<file path="src/edc_consts.svh">
/*
 * offsets, bit positions, masks, reset values and bus codes of the
 * extended device control register. assumes inclusion by bare name.
 */
`ifndef EDC_CONSTS_SVH
`define EDC_CONSTS_SVH
`define EDC_EXT_CTRL_OFFSET 32'h0000_0018
`define EDC_BIT_SPEED_DETECT 12
`define EDC_BIT_NVM_RELOAD 13
`define EDC_BIT_SPEED_BYPASS 15
`define EDC_BIT_RO_DISABLE 17
`define EDC_BIT_DYN_GATE 19
`define EDC_BIT_PHY_LOW_POWER 20
`define EDC_BIT_SEG_FLOW 22
`define EDC_BIT_SEG 23
`define EDC_BIT_EXT_AUTO_MASK 24
`define EDC_BIT_CAUSE_AUTO_MASK 27
`define EDC_BIT_DRIVER_PRESENT 28
`define EDC_BIT_TIMER_CLEAR 29
`define EDC_BIT_PENDING_CLEAR 31
`define EDC_WRITE_MASK 32'hB9DB_C000
`define EDC_NVM_MASK 32'h00D9_4000
`define EDC_RESET_VALUE 32'h0010_0000
`define EDC_RESP_OKAY 2'h0
`define EDC_RESP_SLVERR 2'h2
`endif

</file>
<file path="src/edc_pkg.sv">
/*
 * types of the extended device control block.
 * assumes nothing of its surroundings.
 */
`default_nettype none
package edc_pkg;
    typedef enum logic [1:0] {
        EDC_TRIG_IDLE = 2'h1,
        EDC_TRIG_WAIT = 2'h2
    } edc_trig_state_type;
endpackage : edc_pkg
`default_nettype wire

</file>
<file path="src/edc_trigger.sv">
/*
 * one-shot launcher for a self-clearing action: pulses start and waits
 * for done. assumes done comes no earlier than the cycle start is high.
 */
`default_nettype none
module edc_trigger
    import edc_pkg::*;
(
    input wire logic clock,
    input wire logic rst_n,
    input wire logic fire,
    input wire logic done,
    output logic start_q,
    output logic busy_q
);
    edc_trig_state_type state_q;

    // a fire while busy is dropped
    always_ff @(posedge clock or negedge rst_n)
    begin
        if (!rst_n)
        begin
            state_q <= EDC_TRIG_IDLE;
            start_q <= 1'b0;
            busy_q <= 1'b0;
        end
        else
        begin
            start_q <= 1'b0;
            case (state_q)
                EDC_TRIG_IDLE:
                begin
                    if (fire)
                    begin
                        state_q <= EDC_TRIG_WAIT;
                        start_q <= 1'b1;
                        busy_q <= 1'b1;
                    end
                end
                EDC_TRIG_WAIT:
                begin
                    if (done)
                    begin
                        state_q <= EDC_TRIG_IDLE;
                        busy_q <= 1'b0;
                    end
                end
                default:
                begin
                    state_q <= EDC_TRIG_IDLE;
                    busy_q <= 1'b0;
                end
            endcase
        end
    end
endmodule : edc_trigger
`default_nettype wire

</file>
<file path="src/edc_bar_shadow.sv">
/*
 * holds base address settings staged by a memory reload until reboot.
 * assumes commit is a one-cycle pulse at system reboot.
 */
`default_nettype none
module edc_bar_shadow
    import edc_pkg::*;
#(
    parameter int BAR_W = 32
) (
    input wire logic clock,
    input wire logic rst_n,
    input wire logic stage_valid,
    input wire logic [BAR_W-1:0] stage_data,
    input wire logic commit,
    output logic [BAR_W-1:0] visible_q
);
    logic [BAR_W-1:0] staged_q;

    always_ff @(posedge clock or negedge rst_n)
    begin
        if (!rst_n)
            staged_q <= '0;
        else if (stage_valid)
            staged_q <= stage_data;
    end

    always_ff @(posedge clock or negedge rst_n)
    begin
        if (!rst_n)
            visible_q <= '0;
        else if (commit)
            visible_q <= stage_valid ? stage_data : staged_q;
    end
endmodule : edc_bar_shadow
`default_nettype wire

</file>
<file path="src/edc_ext_ctrl.sv">
/*
 * extended device control register on an axi4-lite slave, with its
 * triggers and the side effects it steers in interrupt, clock and phy
 * logic. assumes a single clock, a memory loader that presents initial
 * bits, and helpers that answer start pulses with done pulses.
 */
// Functional notes
// - bit 12 launches speed detect, self-clears
// - bit 13 reloads nvm, self-clears
// - bit 15 bypasses detection, applies forced speed
// - bit 17 blocks relaxed ordering requests
// - bit 19 enables dynamic dma/mac clock gating
// - bit 20, reset one, allows phy low power
// - bit 24 chooses when extended auto-mask applies
// - bit 27 copies auto-mask on cause access
// - bit 28 driver flag, cleared by soft reset
// - bit 29 clears interrupt timers with mask clear
// - bit 31 clears pending bits on mask set
// - nvm reload rewrites control register values
// - reloaded base addresses wait for reboot
// - nvm-loaded bits take their initial values
`default_nettype none
`include "edc_consts.svh"
module edc_ext_ctrl
    import edc_pkg::*;
#(
    parameter int ADDR_W = 8,
    parameter int SPEED_W = 2,
    parameter int MASK_W = 32,
    parameter int BAR_W = 32
) (
    input wire logic clock,
    input wire logic rst_n,
    input wire logic [ADDR_W-1:0] s_axi_awaddr,
    input wire logic s_axi_awvalid,
    output logic s_axi_awready,
    input wire logic [31:0] s_axi_wdata,
    input wire logic [3:0] s_axi_wstrb,
    input wire logic s_axi_wvalid,
    output logic s_axi_wready,
    output logic [1:0] s_axi_bresp,
    output logic s_axi_bvalid,
    input wire logic s_axi_bready,
    input wire logic [ADDR_W-1:0] s_axi_araddr,
    input wire logic s_axi_arvalid,
    output logic s_axi_arready,
    output logic [31:0] s_axi_rdata,
    output logic [1:0] s_axi_rresp,
    output logic s_axi_rvalid,
    input wire logic s_axi_rready,
    input wire logic nvm_load_valid,
    input wire logic [31:0] nvm_load_data,
    input wire logic soft_reset,
    output logic speed_detect_start,
    input wire logic speed_detect_done,
    input wire logic [SPEED_W-1:0] speed_detect_result,
    output logic [SPEED_W-1:0] detected_speed_field,
    output logic speed_detect_bypass,
    input wire logic force_speed_bit,
    input wire logic [SPEED_W-1:0] ctrl_speed,
    output logic [SPEED_W-1:0] applied_speed,
    output logic nvm_reload_start,
    input wire logic nvm_reload_done,
    output logic nvm_reload_busy,
    input wire logic pcie_ro_enable,
    output logic relaxed_order_req_en,
    output logic dyn_clock_gate_en,
    output logic phy_low_power_en,
    output logic seg_offload_flow_setting,
    output logic seg_offload_setting,
    input wire logic msix_fire,
    input wire logic [MASK_W-1:0] msix_fire_auto_mask,
    input wire logic ext_cause_read,
    input wire logic [MASK_W-1:0] ext_auto_mask_reg,
    output logic [MASK_W-1:0] ext_auto_mask_clear,
    output logic ext_auto_mask_clear_valid,
    input wire logic irq_cause_access,
    input wire logic [MASK_W-1:0] auto_mask_reg,
    output logic irq_mask_clear_wr,
    output logic [MASK_W-1:0] irq_mask_clear_data,
    input wire logic irq_mask_clear_event,
    output logic irq_timer_clear,
    input wire logic irq_mask_set_wr,
    input wire logic [MASK_W-1:0] irq_mask_set_data,
    output logic [MASK_W-1:0] vector_pending_clear,
    output logic driver_present_flag,
    input wire logic nvm_bar_valid,
    input wire logic [BAR_W-1:0] nvm_bar_data,
    input wire logic system_reboot,
    output logic [BAR_W-1:0] bar_config
);
    localparam logic [ADDR_W-1:0] REG_ADDR =
        ADDR_W'(`EDC_EXT_CTRL_OFFSET);

    logic [31:0] extended_device_control_q;
    logic [31:0] extended_device_control_d;
    logic [31:0] strb_mask;
    logic [31:0] merged;
    logic aw_held_q;
    logic [ADDR_W-1:0] aw_addr_q;
    logic w_held_q;
    logic [31:0] w_data_q;
    logic [3:0] w_strb_q;
    logic wr_go;
    logic wr_hit;
    logic rd_hit;
    logic asd_fire;
    logic asd_busy;
    logic reload_fire;
    logic awready_q;
    logic wready_q;
    logic bvalid_q;
    logic [1:0] bresp_q;
    logic arready_q;
    logic rvalid_q;
    logic [1:0] rresp_q;
    logic [31:0] rdata_q;
    logic [SPEED_W-1:0] detected_q;
    logic [SPEED_W-1:0] applied_q;
    logic ro_req_q;
    logic [MASK_W-1:0] ext_clear_q;
    logic ext_clear_valid_q;
    logic mask_clear_wr_q;
    logic [MASK_W-1:0] mask_clear_data_q;
    logic timer_clear_q;
    logic [MASK_W-1:0] pending_clear_q;

    assign wr_go = aw_held_q & w_held_q & ~bvalid_q;
    assign wr_hit = {aw_addr_q[ADDR_W-1:2], 2'h0} == REG_ADDR;
    assign rd_hit = {s_axi_araddr[ADDR_W-1:2], 2'h0} == REG_ADDR;

    always_comb
    begin
        for (int i = 0; i < 4; i++)
            strb_mask[i*8 +: 8] = {8{w_strb_q[i]}};
    end

    assign merged = (extended_device_control_q & ~strb_mask) |
        (w_data_q & strb_mask);

    // write address and data are taken independently, one write at a time
    always_ff @(posedge clock or negedge rst_n)
    begin
        if (!rst_n)
        begin
            aw_held_q <= 1'b0;
            aw_addr_q <= '0;
            awready_q <= 1'b1;
        end
        else if (s_axi_awvalid && awready_q)
        begin
            aw_held_q <= 1'b1;
            aw_addr_q <= s_axi_awaddr;
            awready_q <= 1'b0;
        end
        else if (wr_go)
            aw_held_q <= 1'b0;
        else if (bvalid_q && s_axi_bready)
            awready_q <= 1'b1;
    end

    always_ff @(posedge clock or negedge rst_n)
    begin
        if (!rst_n)
        begin
            w_held_q <= 1'b0;
            w_data_q <= '0;
            w_strb_q <= '0;
            wready_q <= 1'b1;
        end
        else if (s_axi_wvalid && wready_q)
        begin
            w_held_q <= 1'b1;
            w_data_q <= s_axi_wdata;
            w_strb_q <= s_axi_wstrb;
            wready_q <= 1'b0;
        end
        else if (wr_go)
            w_held_q <= 1'b0;
        else if (bvalid_q && s_axi_bready)
            wready_q <= 1'b1;
    end

    always_ff @(posedge clock or negedge rst_n)
    begin
        if (!rst_n)
        begin
            bvalid_q <= 1'b0;
            bresp_q <= `EDC_RESP_OKAY;
        end
        else if (wr_go)
        begin
            bvalid_q <= 1'b1;
            bresp_q <= wr_hit ? `EDC_RESP_OKAY : `EDC_RESP_SLVERR;
        end
        else if (s_axi_bready)
            bvalid_q <= 1'b0;
    end

    // read answers one cycle after the address is taken
    always_ff @(posedge clock or negedge rst_n)
    begin
        if (!rst_n)
        begin
            arready_q <= 1'b1;
            rvalid_q <= 1'b0;
            rresp_q <= `EDC_RESP_OKAY;
            rdata_q <= '0;
        end
        else if (s_axi_arvalid && arready_q)
        begin
            arready_q <= 1'b0;
            rvalid_q <= 1'b1;
            rresp_q <= rd_hit ? `EDC_RESP_OKAY : `EDC_RESP_SLVERR;
            rdata_q <= rd_hit ? extended_device_control_q : 32'h0000_0000;
        end
        else if (rvalid_q && s_axi_rready)
        begin
            rvalid_q <= 1'b0;
            arready_q <= 1'b1;
        end
    end

    // only implemented bits are stored; triggers never are
    always_comb
    begin
        extended_device_control_d = extended_device_control_q;
        if (wr_go && wr_hit)
            extended_device_control_d = merged & `EDC_WRITE_MASK;
        if (nvm_load_valid)
            extended_device_control_d =
                (extended_device_control_d & ~`EDC_NVM_MASK) |
                (nvm_load_data & `EDC_NVM_MASK);
        if (soft_reset)
            extended_device_control_d[`EDC_BIT_DRIVER_PRESENT] = 1'b0;
    end

    always_ff @(posedge clock or negedge rst_n)
    begin
        if (!rst_n)
            extended_device_control_q <= `EDC_RESET_VALUE;
        else
            extended_device_control_q <= extended_device_control_d;
    end

    // a detect request under bypass is dropped
    assign asd_fire = wr_go && wr_hit && w_strb_q[1] &&
        w_data_q[`EDC_BIT_SPEED_DETECT] &&
        !merged[`EDC_BIT_SPEED_BYPASS];
    assign reload_fire = wr_go && wr_hit && w_strb_q[1] &&
        w_data_q[`EDC_BIT_NVM_RELOAD];

    edc_trigger u_speed_detect (
        .clock(clock),
        .rst_n(rst_n),
        .fire(asd_fire),
        .done(speed_detect_done),
        .start_q(speed_detect_start),
        .busy_q(asd_busy)
    );

    edc_trigger u_nvm_reload (
        .clock(clock),
        .rst_n(rst_n),
        .fire(reload_fire),
        .done(nvm_reload_done),
        .start_q(nvm_reload_start),
        .busy_q(nvm_reload_busy)
    );

    always_ff @(posedge clock or negedge rst_n)
    begin
        if (!rst_n)
            detected_q <= '0;
        else if (asd_busy && speed_detect_done)
            detected_q <= speed_detect_result;
    end

    // bypass applies the software speed at once; force waits for detect
    always_ff @(posedge clock or negedge rst_n)
    begin
        if (!rst_n)
            applied_q <= '0;
        else if (extended_device_control_q[`EDC_BIT_SPEED_BYPASS])
            applied_q <= ctrl_speed;
        else if (force_speed_bit && !asd_busy)
            applied_q <= ctrl_speed;
        else if (asd_busy && speed_detect_done)
            applied_q <= speed_detect_result;
    end

    always_ff @(posedge clock or negedge rst_n)
    begin
        if (!rst_n)
            ro_req_q <= 1'b0;
        else
            ro_req_q <= pcie_ro_enable &&
                !extended_device_control_q[`EDC_BIT_RO_DISABLE];
    end

    always_ff @(posedge clock or negedge rst_n)
    begin
        if (!rst_n)
        begin
            ext_clear_q <= '0;
            ext_clear_valid_q <= 1'b0;
        end
        else if (extended_device_control_q[`EDC_BIT_EXT_AUTO_MASK])
        begin
            ext_clear_q <= msix_fire ? msix_fire_auto_mask : '0;
            ext_clear_valid_q <= msix_fire;
        end
        else
        begin
            ext_clear_q <= ext_cause_read ? ext_auto_mask_reg : '0;
            ext_clear_valid_q <= ext_cause_read;
        end
    end

    always_ff @(posedge clock or negedge rst_n)
    begin
        if (!rst_n)
        begin
            mask_clear_wr_q <= 1'b0;
            mask_clear_data_q <= '0;
        end
        else
        begin
            mask_clear_wr_q <= irq_cause_access &&
                extended_device_control_q[`EDC_BIT_CAUSE_AUTO_MASK];
            mask_clear_data_q <= auto_mask_reg;
        end
    end

    always_ff @(posedge clock or negedge rst_n)
    begin
        if (!rst_n)
            timer_clear_q <= 1'b0;
        else
            timer_clear_q <= irq_mask_clear_event &&
                extended_device_control_q[`EDC_BIT_TIMER_CLEAR];
    end

    always_ff @(posedge clock or negedge rst_n)
    begin
        if (!rst_n)
            pending_clear_q <= '0;
        else if (irq_mask_set_wr &&
            extended_device_control_q[`EDC_BIT_PENDING_CLEAR])
            pending_clear_q <= irq_mask_set_data;
        else
            pending_clear_q <= '0;
    end

    edc_bar_shadow #(
        .BAR_W(BAR_W)
    ) u_bar_shadow (
        .clock(clock),
        .rst_n(rst_n),
        .stage_valid(nvm_bar_valid),
        .stage_data(nvm_bar_data),
        .commit(system_reboot),
        .visible_q(bar_config)
    );

    assign s_axi_awready = awready_q;
    assign s_axi_wready = wready_q;
    assign s_axi_bvalid = bvalid_q;
    assign s_axi_bresp = bresp_q;
    assign s_axi_arready = arready_q;
    assign s_axi_rvalid = rvalid_q;
    assign s_axi_rresp = rresp_q;
    assign s_axi_rdata = rdata_q;
    assign detected_speed_field = detected_q;
    assign applied_speed = applied_q;
    assign relaxed_order_req_en = ro_req_q;
    assign ext_auto_mask_clear = ext_clear_q;
    assign ext_auto_mask_clear_valid = ext_clear_valid_q;
    assign irq_mask_clear_wr = mask_clear_wr_q;
    assign irq_mask_clear_data = mask_clear_data_q;
    assign irq_timer_clear = timer_clear_q;
    assign vector_pending_clear = pending_clear_q;
    assign speed_detect_bypass =
        extended_device_control_q[`EDC_BIT_SPEED_BYPASS];
    assign dyn_clock_gate_en =
        extended_device_control_q[`EDC_BIT_DYN_GATE];
    assign phy_low_power_en =
        extended_device_control_q[`EDC_BIT_PHY_LOW_POWER];
    assign seg_offload_flow_setting =
        extended_device_control_q[`EDC_BIT_SEG_FLOW];
    assign seg_offload_setting = extended_device_control_q[`EDC_BIT_SEG];
    assign driver_present_flag =
        extended_device_control_q[`EDC_BIT_DRIVER_PRESENT];
endmodule : edc_ext_ctrl
`default_nettype wire

</file>
<file path="config.mk">
export PLATFORM = sky130hd
export DESIGN_NAME = edc_ext_ctrl
export DESIGN_NICKNAME = d
export VERILOG_FILES = /design/src/edc_pkg.sv /design/src/edc_trigger.sv /design/src/edc_bar_shadow.sv /design/src/edc_ext_ctrl.sv
export VERILOG_INCLUDE_DIRS = /design/src
export SDC_FILE = /design/constraint.sdc
export NUM_CORES = 1
export LEC_CHECK = 0
export ABC_AREA = 1
export BUFFER_PORTS_ARGS = -buffer_cell sky130_fd_sc_hd__buf_4
export CAP_MARGIN = 20
export CELL_PAD_IN_SITES_DETAIL_PLACEMENT = 1
export CELL_PAD_IN_SITES_GLOBAL_PLACEMENT = 2
export CORE_ASPECT_RATIO = 1.25
export CORE_MARGIN = 2
export CORE_UTILIZATION = 26
export DETAILED_ROUTE_END_ITERATION = 10
export GPL_TIMING_DRIVEN = 0
export PLACE_DENSITY = 0.82
export SYNTH_ARGS = -nofsm -noshare
export SYNTH_HDL_FRONTEND = slang
export SYNTH_SLANG_ARGS = --single-unit
</file>
<file path="constraint.sdc">
create_clock -name clock -period 1.5 [get_ports clock]
set_input_delay 0.075 -clock clock [delete_from_list [all_inputs] [get_ports clock]]
set_output_delay 0.075 -clock clock [all_outputs]
set_load 0.01 [all_outputs]
</file>
==> flow_summary.ini, run 1 <==
[run_status]
outcome = finished, final reports clean

[critical_path]
critPathMostFrequentCell = nand2_1
rrSetupSlack_ps = 90
crit-reg2reg-launch = u_speed_detect.state_q[1]
cp_data_required_time_ps = 1930
slowest_delay_ps = 570
end_kind = flop
path_cells = nand2_2 -> inv_1 -> nand2_1 -> dlygate4sd3_1 -> nand2_1
r2r_cells = 5
critPathSlowestCell = dlygate4sd3_1
cp-start-kind = flop
worstPathArrival_ps = 1840
r2r_end = detected_speed_field[1]
crit_type = reg -> reg
crit_fanout = 5

[timing]
min_period_ps = 1410
relSlewSlack_pct = 60.5
finalCritPeriodShare_pct = 94.0
worst_pin_slew_ps = 593
hold_violations = 0
skew_ps = 22.9
slew_violations = 0
fmax_mhz = 709
setup_viol = 0
rsz0062_at_grt = no

[cells_and_area]
num-nets-final = 1728
layout.area.seq_mm2 = 0.00584
final_cell_area_mm2 = 0.0155
area_growth_pct = 77.7
drive_above_1_share_pct = 36.4
multi_input_area_mm2 = 0.00228
fin_cells = 1900
nFillCells = 3623

[routing]
vias_per_cell = 4.31
wl_per_cell_um = 17.7
route.detailed.drc = 0
ant_nets = 0
firstDrtPassIters = 4
drt_iter0_markers = 342
postRouteWirelength_um = 33600
vias = 8185

[clock_tree]
cts.sinks = 233
insertion_delay_ps = 540
clkTransAtPathRegs_ps = 60
cts-root-buf = clkbuf_16
h-tree-depth = 1
cts_buffers = 26
tritoncts = built
cts_buffer_depth = 3

[hold_path]
hp-class = in -> reg
hold_path.startpoint = nvm_bar_valid
holdPathEnd = u_bar_shadow.visible_q[17]
hold_path_depth = 3

[yosys]
syn_area_per_cell_um2 = 10.9
yosys_warnings = 0
ys_types = 29
ys_seq_elements = 233
ys_seq_area_share_pct = 67.0
netlist_instances = 799
synth_area_mm2 = 0.00871

[pwr]
p_leak_nw = 8.02
pwr_density_cell_mw_per_mm2 = 1200
ir_drop_mv = 0.849

[placement]
post_dp_cell_area_mm2 = 0.0122
routabilityCongestion = 0.759
hpwl_um = 21400
dp.cells = 1618
io_buffers = 379

[global_routing]
overflow = 0
grt_pass1_vias = 9506
antenna_found_initial = 3
grt_max_degree = 93
track_usage_pct = 19.0
grt_pass1_wl_um = 52500

[die]
dieArea_mm2 = 0.0350
core_mm2 = 0.0329
die_x_um = 168
start_util_pct = 26.5
ios = 454
rows = 74
die_h_um = 209

[job]
maxCapViolCount = 0
[logic make-up (layout without fill, tap and decap cells)]
logic type	after synthesis	in the layout	share of synthesized area (%)
flip-flops	233	233	67.0
multiplexers	51	51	6.58
other	1	25	0.0430
AO/OA/AOI/OAI	65	65	3.79
buffers and inverters	155	814	7.98
AND/OR/NAND/NOR	294	294	14.6
[layout by cell type (no fill, tap or decap), types with 8 or more instances in the layout]
cell type | netlist | final
conb_1 | 1 | 21
o21ai_1 | 33 | 33
a21oi_1 | 11 | 11
nor2_1 | 50 | 50
clkbuf_1 | 18 | 16
buf_2 | 15 | 15
inv_1 | 94 | 94
clkbuf_16 | 0 | 27
dfrtp_1 | 227 | 227
mux2_2 | 50 | 50
buf_4 | 22 | 402
nand3_1 | 82 | 81
clkbuf_8 | 0 | 8
nand2_1 | 146 | 144
dlygate4sd3_1 | 0 | 230
o21ai_0 | 19 | 19
[synth_stat cells]
cell type | count | share of area (%)
dfrtp_1 | 227 | 65
nand2_1 | 146 | 6.3
inv_1 | 94 | 4.0
nand3_1 | 82 | 4.7
mux2_2 | 50 | 6.5
nor2_1 | 50 | 2.2
o21ai_1 | 33 | 1.9
buf_4 | 22 | 1.9
o21ai_0 | 19 | 1.1
clkbuf_1 | 18 | 0.78
buf_2 | 15 | 0.86
a21oi_1 | 11 | 0.63
dfstp_2 | 6 | 1.8
nand4_1 | 6 | 0.43
nor3_1 | 3 | 0.17
clkinv_1 | 2 | 0.086
nand2_2 | 2 | 0.14
o211ai_1 | 2 | 0.17
buf_1 | 1 | 0.043
buf_6 | 1 | 0.13
clkinv_4 | 1 | 0.10
conb_1 | 1 | 0.043
inv_2 | 1 | 0.043
mux2i_1 | 1 | 0.11
nand3_2 | 1 | 0.11
nor2_2 | 1 | 0.072
nor2_4 | 1 | 0.13
nor2_8 | 1 | 0.23
nor3b_2 | 1 | 0.14
[final cells by class]
class / count / share of cell area, %
flip-flops and latches: 233 / 37.7
repair buffers: 613 / 33.7
multi-input cells: 431 / 14.8
clock buffers: 36 / 5.10
well taps: 418 / 3.38
inverters: 98 / 2.46
plain buffers: 57 / 2.11
clock inverters: 10 / 0.687
diodes: 4 / 0.0646
[worst max-delay path by stage]
stage | from | endpoint | cells after the start
2_1_floorplan | s_axi_wready | w_data_q[12] | 3
3_3_place_gp | rst_n | ext_auto_mask_clear[13] | 1
3_5_place_dp | s_axi_arready | s_axi_rdata[16] | 6
4_1_cts | aw_addr_q[7] | flop | 6
5_1_grt | s_axi_bvalid | flop | 6
6_report | u_speed_detect.state_q[1] | detected_speed_field[1] | 5
[power breakdown]
part,switching [mW],internal (mW)
logic,2.05,2.14
clock network,2.61,4.00
registers,0.508,7.25
[sequential cells by signal, summed over array words and instances (netlist names), 2 cells and up, named ones only]
| name | flops |
|---|---|
| w_data_q | 15 |
| w_strb_q | 3 |
| ext_auto_mask_clear | 32 |
| irq_mask_clear_data | 32 |
| s_axi_rdata | 13 |
| applied_speed | 2 |
| u_bar_shadow.staged_q | 32 |
| extended_device_control_q | 8 |
| u_bar_shadow.visible_q | 32 |
| u_speed_detect.state_q | 2 |
| vector_pending_clear | 32 |
| aw_addr_q | 6 |
| detected_speed_field | 2 |
[per-stage QoR]
| step | util, % | setup TNS (ps) | total power [mW] | hold slack, ps | worst slack, ps |
|---|---|---|---|---|---|
| 2_1_floorplan | - | 0 | 9.48 | -221 | 263 |
| 3_3_place_gp | 37.0 | -354380 | 11.3 | 184 | -1560 |
| 3_5_place_dp | 37.2 | -571 | 11.4 | 82.0 | -93.2 |
| 4_1_cts | 46.9 | 0 | 18.7 | 5.88 | 10.1 |
| 5_1_grt | 47.1 | 0 | 19.5 | 32.4 | 12.4 |
| 6_report | 47.1 | 0 | 18.6 | 29.5 | 90.5 |
[repair_timing]
action	4_1_cts	5_1_grt
setup endpoints to repair	7	44
gates resized for setup	2	14
pin swaps	0	1
hold buffers	228	2
buffers inserted	0	2
hold endpoints to repair	301	7
[routing by layer]
| metal | global-route usage [%] | vias up | share of wire [%] |
|---|---|---|---|
| met1 | 19.9 | 3973 | 35 |
| li1 | - | 3805 | - |
| met5 | 0 | - | 0 |
| met4 | 8.94 | 0 | 4.5 |
| met3 | 4.11 | 92 | 6.3 |
| met2 | 36.1 | 315 | 54 |
[worst max-delay path: cells and delay by family, from the launching register on]
kind	cells	cell delay, ps
flops	1	390
simple gates	3	270
buf+inv	2	640
Power figures use the tool's default switching activity.
==> run 2, diff against run 1 <==
==> constraint.sdc (replaced) <==
create_clock -name clock -period 1.5 [get_ports clock]
set_input_delay 0.225 -clock clock [delete_from_list [all_inputs] [get_ports clock]]
set_output_delay 0.225 -clock clock [all_outputs]
set_load 0.01 [all_outputs]
==> run 2 against run 1 <==
Net effect:
- critical path depth down 4
- sequential power hardly changed
- non-clock buffer count down 23
- clock-buffer cell count did not move
- clock power is essentially flat
- register-to-register slack better by 40 ps
- via count shrank 2.0%
- fmax fell by 3.7%
- global-route usage is 0.64 points lower
- largest cell class unchanged
==> flow_summary.ini, run 2 (synthesis results as in run 1) <==
[clock_tree]
h-tree-depth = 1
cts.sinks = 233
cts-root-buf = clkbuf_16
insertion_delay_ps = 540
cts_buffers = 26
clkTransAtPathRegs_ps = 60
cts_buffer_depth = 3
tritoncts = built

[critical_path]
crit_type = reg -> out
crit_family = flip-flops
critical_path_depth = 1
cp-start-kind = flop
slowest_delay_ps = 560
r2r_cells = 3
path_cells = buf_4
end_kind = output port
critPathSlowestCell = dfstp_2
cp_data_required_time_ps = 1270
worstPathArrival_ps = 1240
critPathBufInv = 1
crit_fanout = 4

[die]
ios = 454
die_x_um = 168
core_mm2 = 0.0329
rows = 74
die_h_um = 209
dieArea_mm2 = 0.0350
start_util_pct = 26.5

[global_routing]
grt_pass1_wl_um = 51000
use_met3_pct = 4.07
gr-max-usage-layer = met2
grt_pass1_vias = 9267
antenna_found_initial = 2
globalRouteMet1Util_pct = 19.8
track_usage_pct = 18.4
overflow = 0
grt_max_degree = 93
met2_usage_pct = 34.7

[pwr]
p_leak_nw = 7.93
p_sw_share_pct = 27.8
pwr_density_cell_mw_per_mm2 = 1210
p_int_mw = 13.4
power_frac_clock_pct = 35.8
share_comb_of_total_power_pct = 22.3
switchingPower_mw = 5.13
ir_drop_mv = 0.848
seqPwrFrac_pct = 41.9
p_total_mw = 18.5

[hold_path]
hp-class = in -> reg
hold_path_depth = 3

[timing]
finalCritPeriodShare_pct = 97.6
fmax_mhz = 683
rsz0062_at_grt = yes
min_period_ps = 1460
hold_violations = 0
setup_viol = 0
skew_ps = 19.9
relSlewSlack_pct = 60.7
slew_violations = 0
worst_pin_slew_ps = 589

[routing]
ant_nets = 0
firstDrtPassIters = 4
postRouteWirelength_um = 32600
route.detailed.drc = 0
vias = 8021
wl_per_cell_um = 17.4
drt_iter0_markers = 302
vias_per_cell = 4.28

[cells_and_area]
nFillCells = 3623
final_common_cell = buf_4
area_growth_pct = 75.0
num-nets-final = 1705
layout_common_cells = buf_4 (402), dfrtp_1 (227), dlygate4sd3_1 (207)
drive_above_1_share_pct = 36.9
fin_cells = 1875

[placement]
hpwl_um = 21400
routabilityCongestion = 0.759
io_buffers = 379
dp.cells = 1618

[run_status]
outcome = finished, final reports clean

[job]
maxCapViolCount = 0
-- run 2: cell types whose count changed in the layout (fill, tap and decap cells not counted) --
| cell | delta |
|---|---|
| nand2_4 | -1 |
| diode_2 | -2 |
| dlygate4sd3_1 | -23 |
| nand2_1 | +1 |
-- run 2: stage by stage --
step           hold WS, ps  worst slack (ps)  util (%)  setup TNS, ps  instance area (µm²)
2_1_floorplan        -70.6               263         -              0                 8790
3_3_place_gp           334             -1710      37.0        -389330                12200
3_5_place_dp           232             -93.2      37.2           -571                12200
4_1_cts              0.647              3.31      46.2              0                15200
5_1_grt               25.3             -10.0      46.4          -12.0                15200
6_report              20.6              36.4      46.4              0                15200
-- run 2: worst paths after layout --
check | startpoint | endpoint | slack [ps]
setup reg to reg | s_axi_wready | w_data_q[29] | 130
max in group asynchronous | rst_n | s_axi_awready | 370
min in group asynchronous | rst_n | u_bar_shadow.visible_q[2] | 250
setup / recovery | s_axi_arready | s_axi_arready | 40
hold / removal | nvm_reload_done | u_nvm_reload.state_q[0] | 20
hold reg to reg | w_data_q[29] | flop | 460
-- run 2: cell type report --
type                            instances  area (µm²)  area share (%)
Sequential cell                       233        5840            38.3
Timing Repair Buffer                  590        4990            32.8
Multi-Input combinational cell        431        2280            14.9
Clock buffer                           36         790            5.18
Tap cell                              418         523            3.43
Inverter                               98         382            2.50
Buffer                                 57         327            2.14
Clock inverter                         10         106           0.698
Antenna cell                            2        5.00          0.0328
-- run 2: timing repair --
item | in CTS | in global routing
buffers inserted | 0 | 2
hold buffers | 207 | 0
endpoints found under the hold margin | 242 | 0
gates resized for setup | 2 | 12
endpoints found under the setup margin | 7 | 40
pin swaps | 0 | 1
-- run 2: power by group through the flow --
stage / Sequential (mW) / Combinational, mW / Clock, mW
2_1_floorplan: 7.96 / 1.52 / 0
3_3_place_gp: 7.80 / 3.48 / 0
3_5_place_dp: 7.84 / 3.59 / 0
4_1_cts: 7.74 / 4.07 / 6.86
5_1_grt: 7.85 / 4.52 / 7.07
6_report: 7.74 / 4.12 / 6.62
-- run 2: metal layers --
metal | share of wire (%) | wire length, µm
met1 | 36 | 11700
met2 | 54 | 17600
met3 | 6.4 | 2070
met4 | 3.7 | 1200
met5 | 0 | 0
==> run 3, diff against run 2 <==
CORE_MARGIN = unset   (was 2)
==> run 3 against run 2 <==
Net effect:
- the run now ends with design-rule violations left
- sequential share of layout area shrank 0.15 points
- first-iteration DRC count grew 32%
- largest cell class unchanged
- critical path depth did not move
- die area fell by 2.1%
- fmax down 0.15%
- worst hold slack improved by 4.8 ps
- register-to-register slack worse by 30 ps
- combinational power is essentially flat
- flip-flop and latch count is the same
- global-route usage fell by 0.33 points
- via count rose by 0.79%
- clock-buffer cell count shrank 1
==> flow_summary.ini, run 3 (synthesis results as in run 1) <==
[run_status]
outcome = complete, but fails checks
violations = design-rule violations

[critical_path]
critPathBufInv = 1
startpoint = s_axi_arready
slowest_delay_ps = 590
cp_data_required_time_ps = 1270
crit_type = reg -> out
crit_family = flip-flops
critPathSlowestCell = dfstp_2
path_cells = buf_6
end_kind = output port
worstPathArrival_ps = 1240
crit_fanout = 4
cp-start-kind = flop

[timing]
rsz0062_at_grt = yes
setup_viol = 0
setup_slack_ps = 34.2
fmax_mhz = 682
setup_tns_ps = 0
finalCritPeriodShare_pct = 97.7
min_period_ps = 1470
relSlewSlack_pct = 58.5
slew_violations = 0
hold_violations = 0
worst_pin_slew_ps = 622
skew_ps = 15.9

[pwr]
p_total_mw = 19.0
ir_drop_mv = 0.731
pwr_density_cell_mw_per_mm2 = 1240
p_leak_nw = 7.95

[global_routing]
antenna_found_initial = 3
grt_pass1_vias = 9033
grt_max_degree = 110
track_usage_pct = 18.1
grt_pass1_wl_um = 48800
overflow = 0

[placement]
hpwl_um = 20900
routabilityCongestion = 0.741
post_dp_cell_area_mm2 = 0.0122
dpl_worst_slack_ps = -133
io_buffers = 379

[hold_path]
hold_path.startpoint = nvm_bar_data[23]
hp-class = in -> reg

[die]
rows = 74
core_mm2 = 0.0329
start_util_pct = 26.5
ios = 454
die_x_um = 166
die_h_um = 207
dieArea_mm2 = 0.0342

[routing]
vias = 8084
firstDrtPassIters = 7
drt_iter0_markers = 400
vias_per_cell = 4.31
wl_per_cell_um = 16.8
postRouteWirelength_um = 31400
route.detailed.drc = 27
ant_nets = 0

[cells_and_area]
area_growth_pct = 75.6
num-nets-final = 1703
layout_common_cells = buf_4 (400), dfrtp_1 (227), dlygate4sd3_1 (205)
drive_above_1_share_pct = 36.8
final_common_cell = buf_4
final_cell_area_mm2 = 0.0153

[clock_tree]
cts_buffers = 27
cts-root-buf = clkbuf_16
h-tree-depth = 1
clkTransAtPathRegs_ps = 60
insertion_delay_ps = 530
tritoncts = built
cts_buffer_depth = 3
cts.sinks = 233

[job]
maxCapViolCount = 0
==> run 3: final cells by class <==
type	instances	area (µm²)
buffer	57	327
tap	418	523
antenna	3	7.51
timing repair buffer	587	4970
sequential	233	5840
clock buffer	35	746
multi-input combinational	431	2280
clock inverter	14	229
inverter	98	378
fill	3627	17600
==> run 3: path summary, 6_finish.rpt <==
kind,end,slack (ps),cells past startpoint
setup / recovery,s_axi_arready,30,1
setup reg to reg,ext_auto_mask_clear[14],100,4
max in group asynchronous,irq_mask_clear_data[10],500,3
hold reg to reg,flop,470,2
min in group asynchronous,u_nvm_reload.busy_q,140,2
hold / removal,u_bar_shadow.staged_q[23],30,3
==> run 3: repair_timing <==
action,CTS,global route
hold buffers,205,0
setup buffers,0,1
pin swaps,0,1
setup endpoints to repair,13,35
gates resized for setup,3,12
endpoints found under the hold margin,398,0
==> run 3: power breakdown <==
group | total, mW | internal (mW) | leakage [nW] | switching [mW]
Sequential | 7.76 | 7.25 | 2.91 | 0.511
Clock | 7.18 | 4.53 | 0.475 | 2.65
Combinational | 4.09 | 2.10 | 4.56 | 1.99
Total | 19.0 | 13.9 | 7.95 | 5.15
==> run 3: per-stage QoR <==
| stage | util, % | hold slack [ps] | instances |
|---|---|---|---|
| floorplan | - | -70.6 | 819 |
| global placement | 37.0 | 334 | 1616 |
| detailed placement | 37.2 | 92.7 | 1618 |
| CTS | 46.4 | 1.49 | 1872 |
| global route | 46.6 | 28.4 | 1876 |
| finish | 46.6 | 25.4 | 1876 |
==> run 3: per-layer routing <==
layer | track usage, % | up-vias | share of wire (%) | wire length [µm]
met3 | 3.55 | 77 | 6.6 | 2060
met2 | 33.6 | 306 | 54 | 16800
li1 | - | 3762 | - | -
met5 | 0 | - | 0 | 0
met1 | 19.7 | 3939 | 36 | 11200
met4 | 9.15 | 0 | 4.3 | 1360
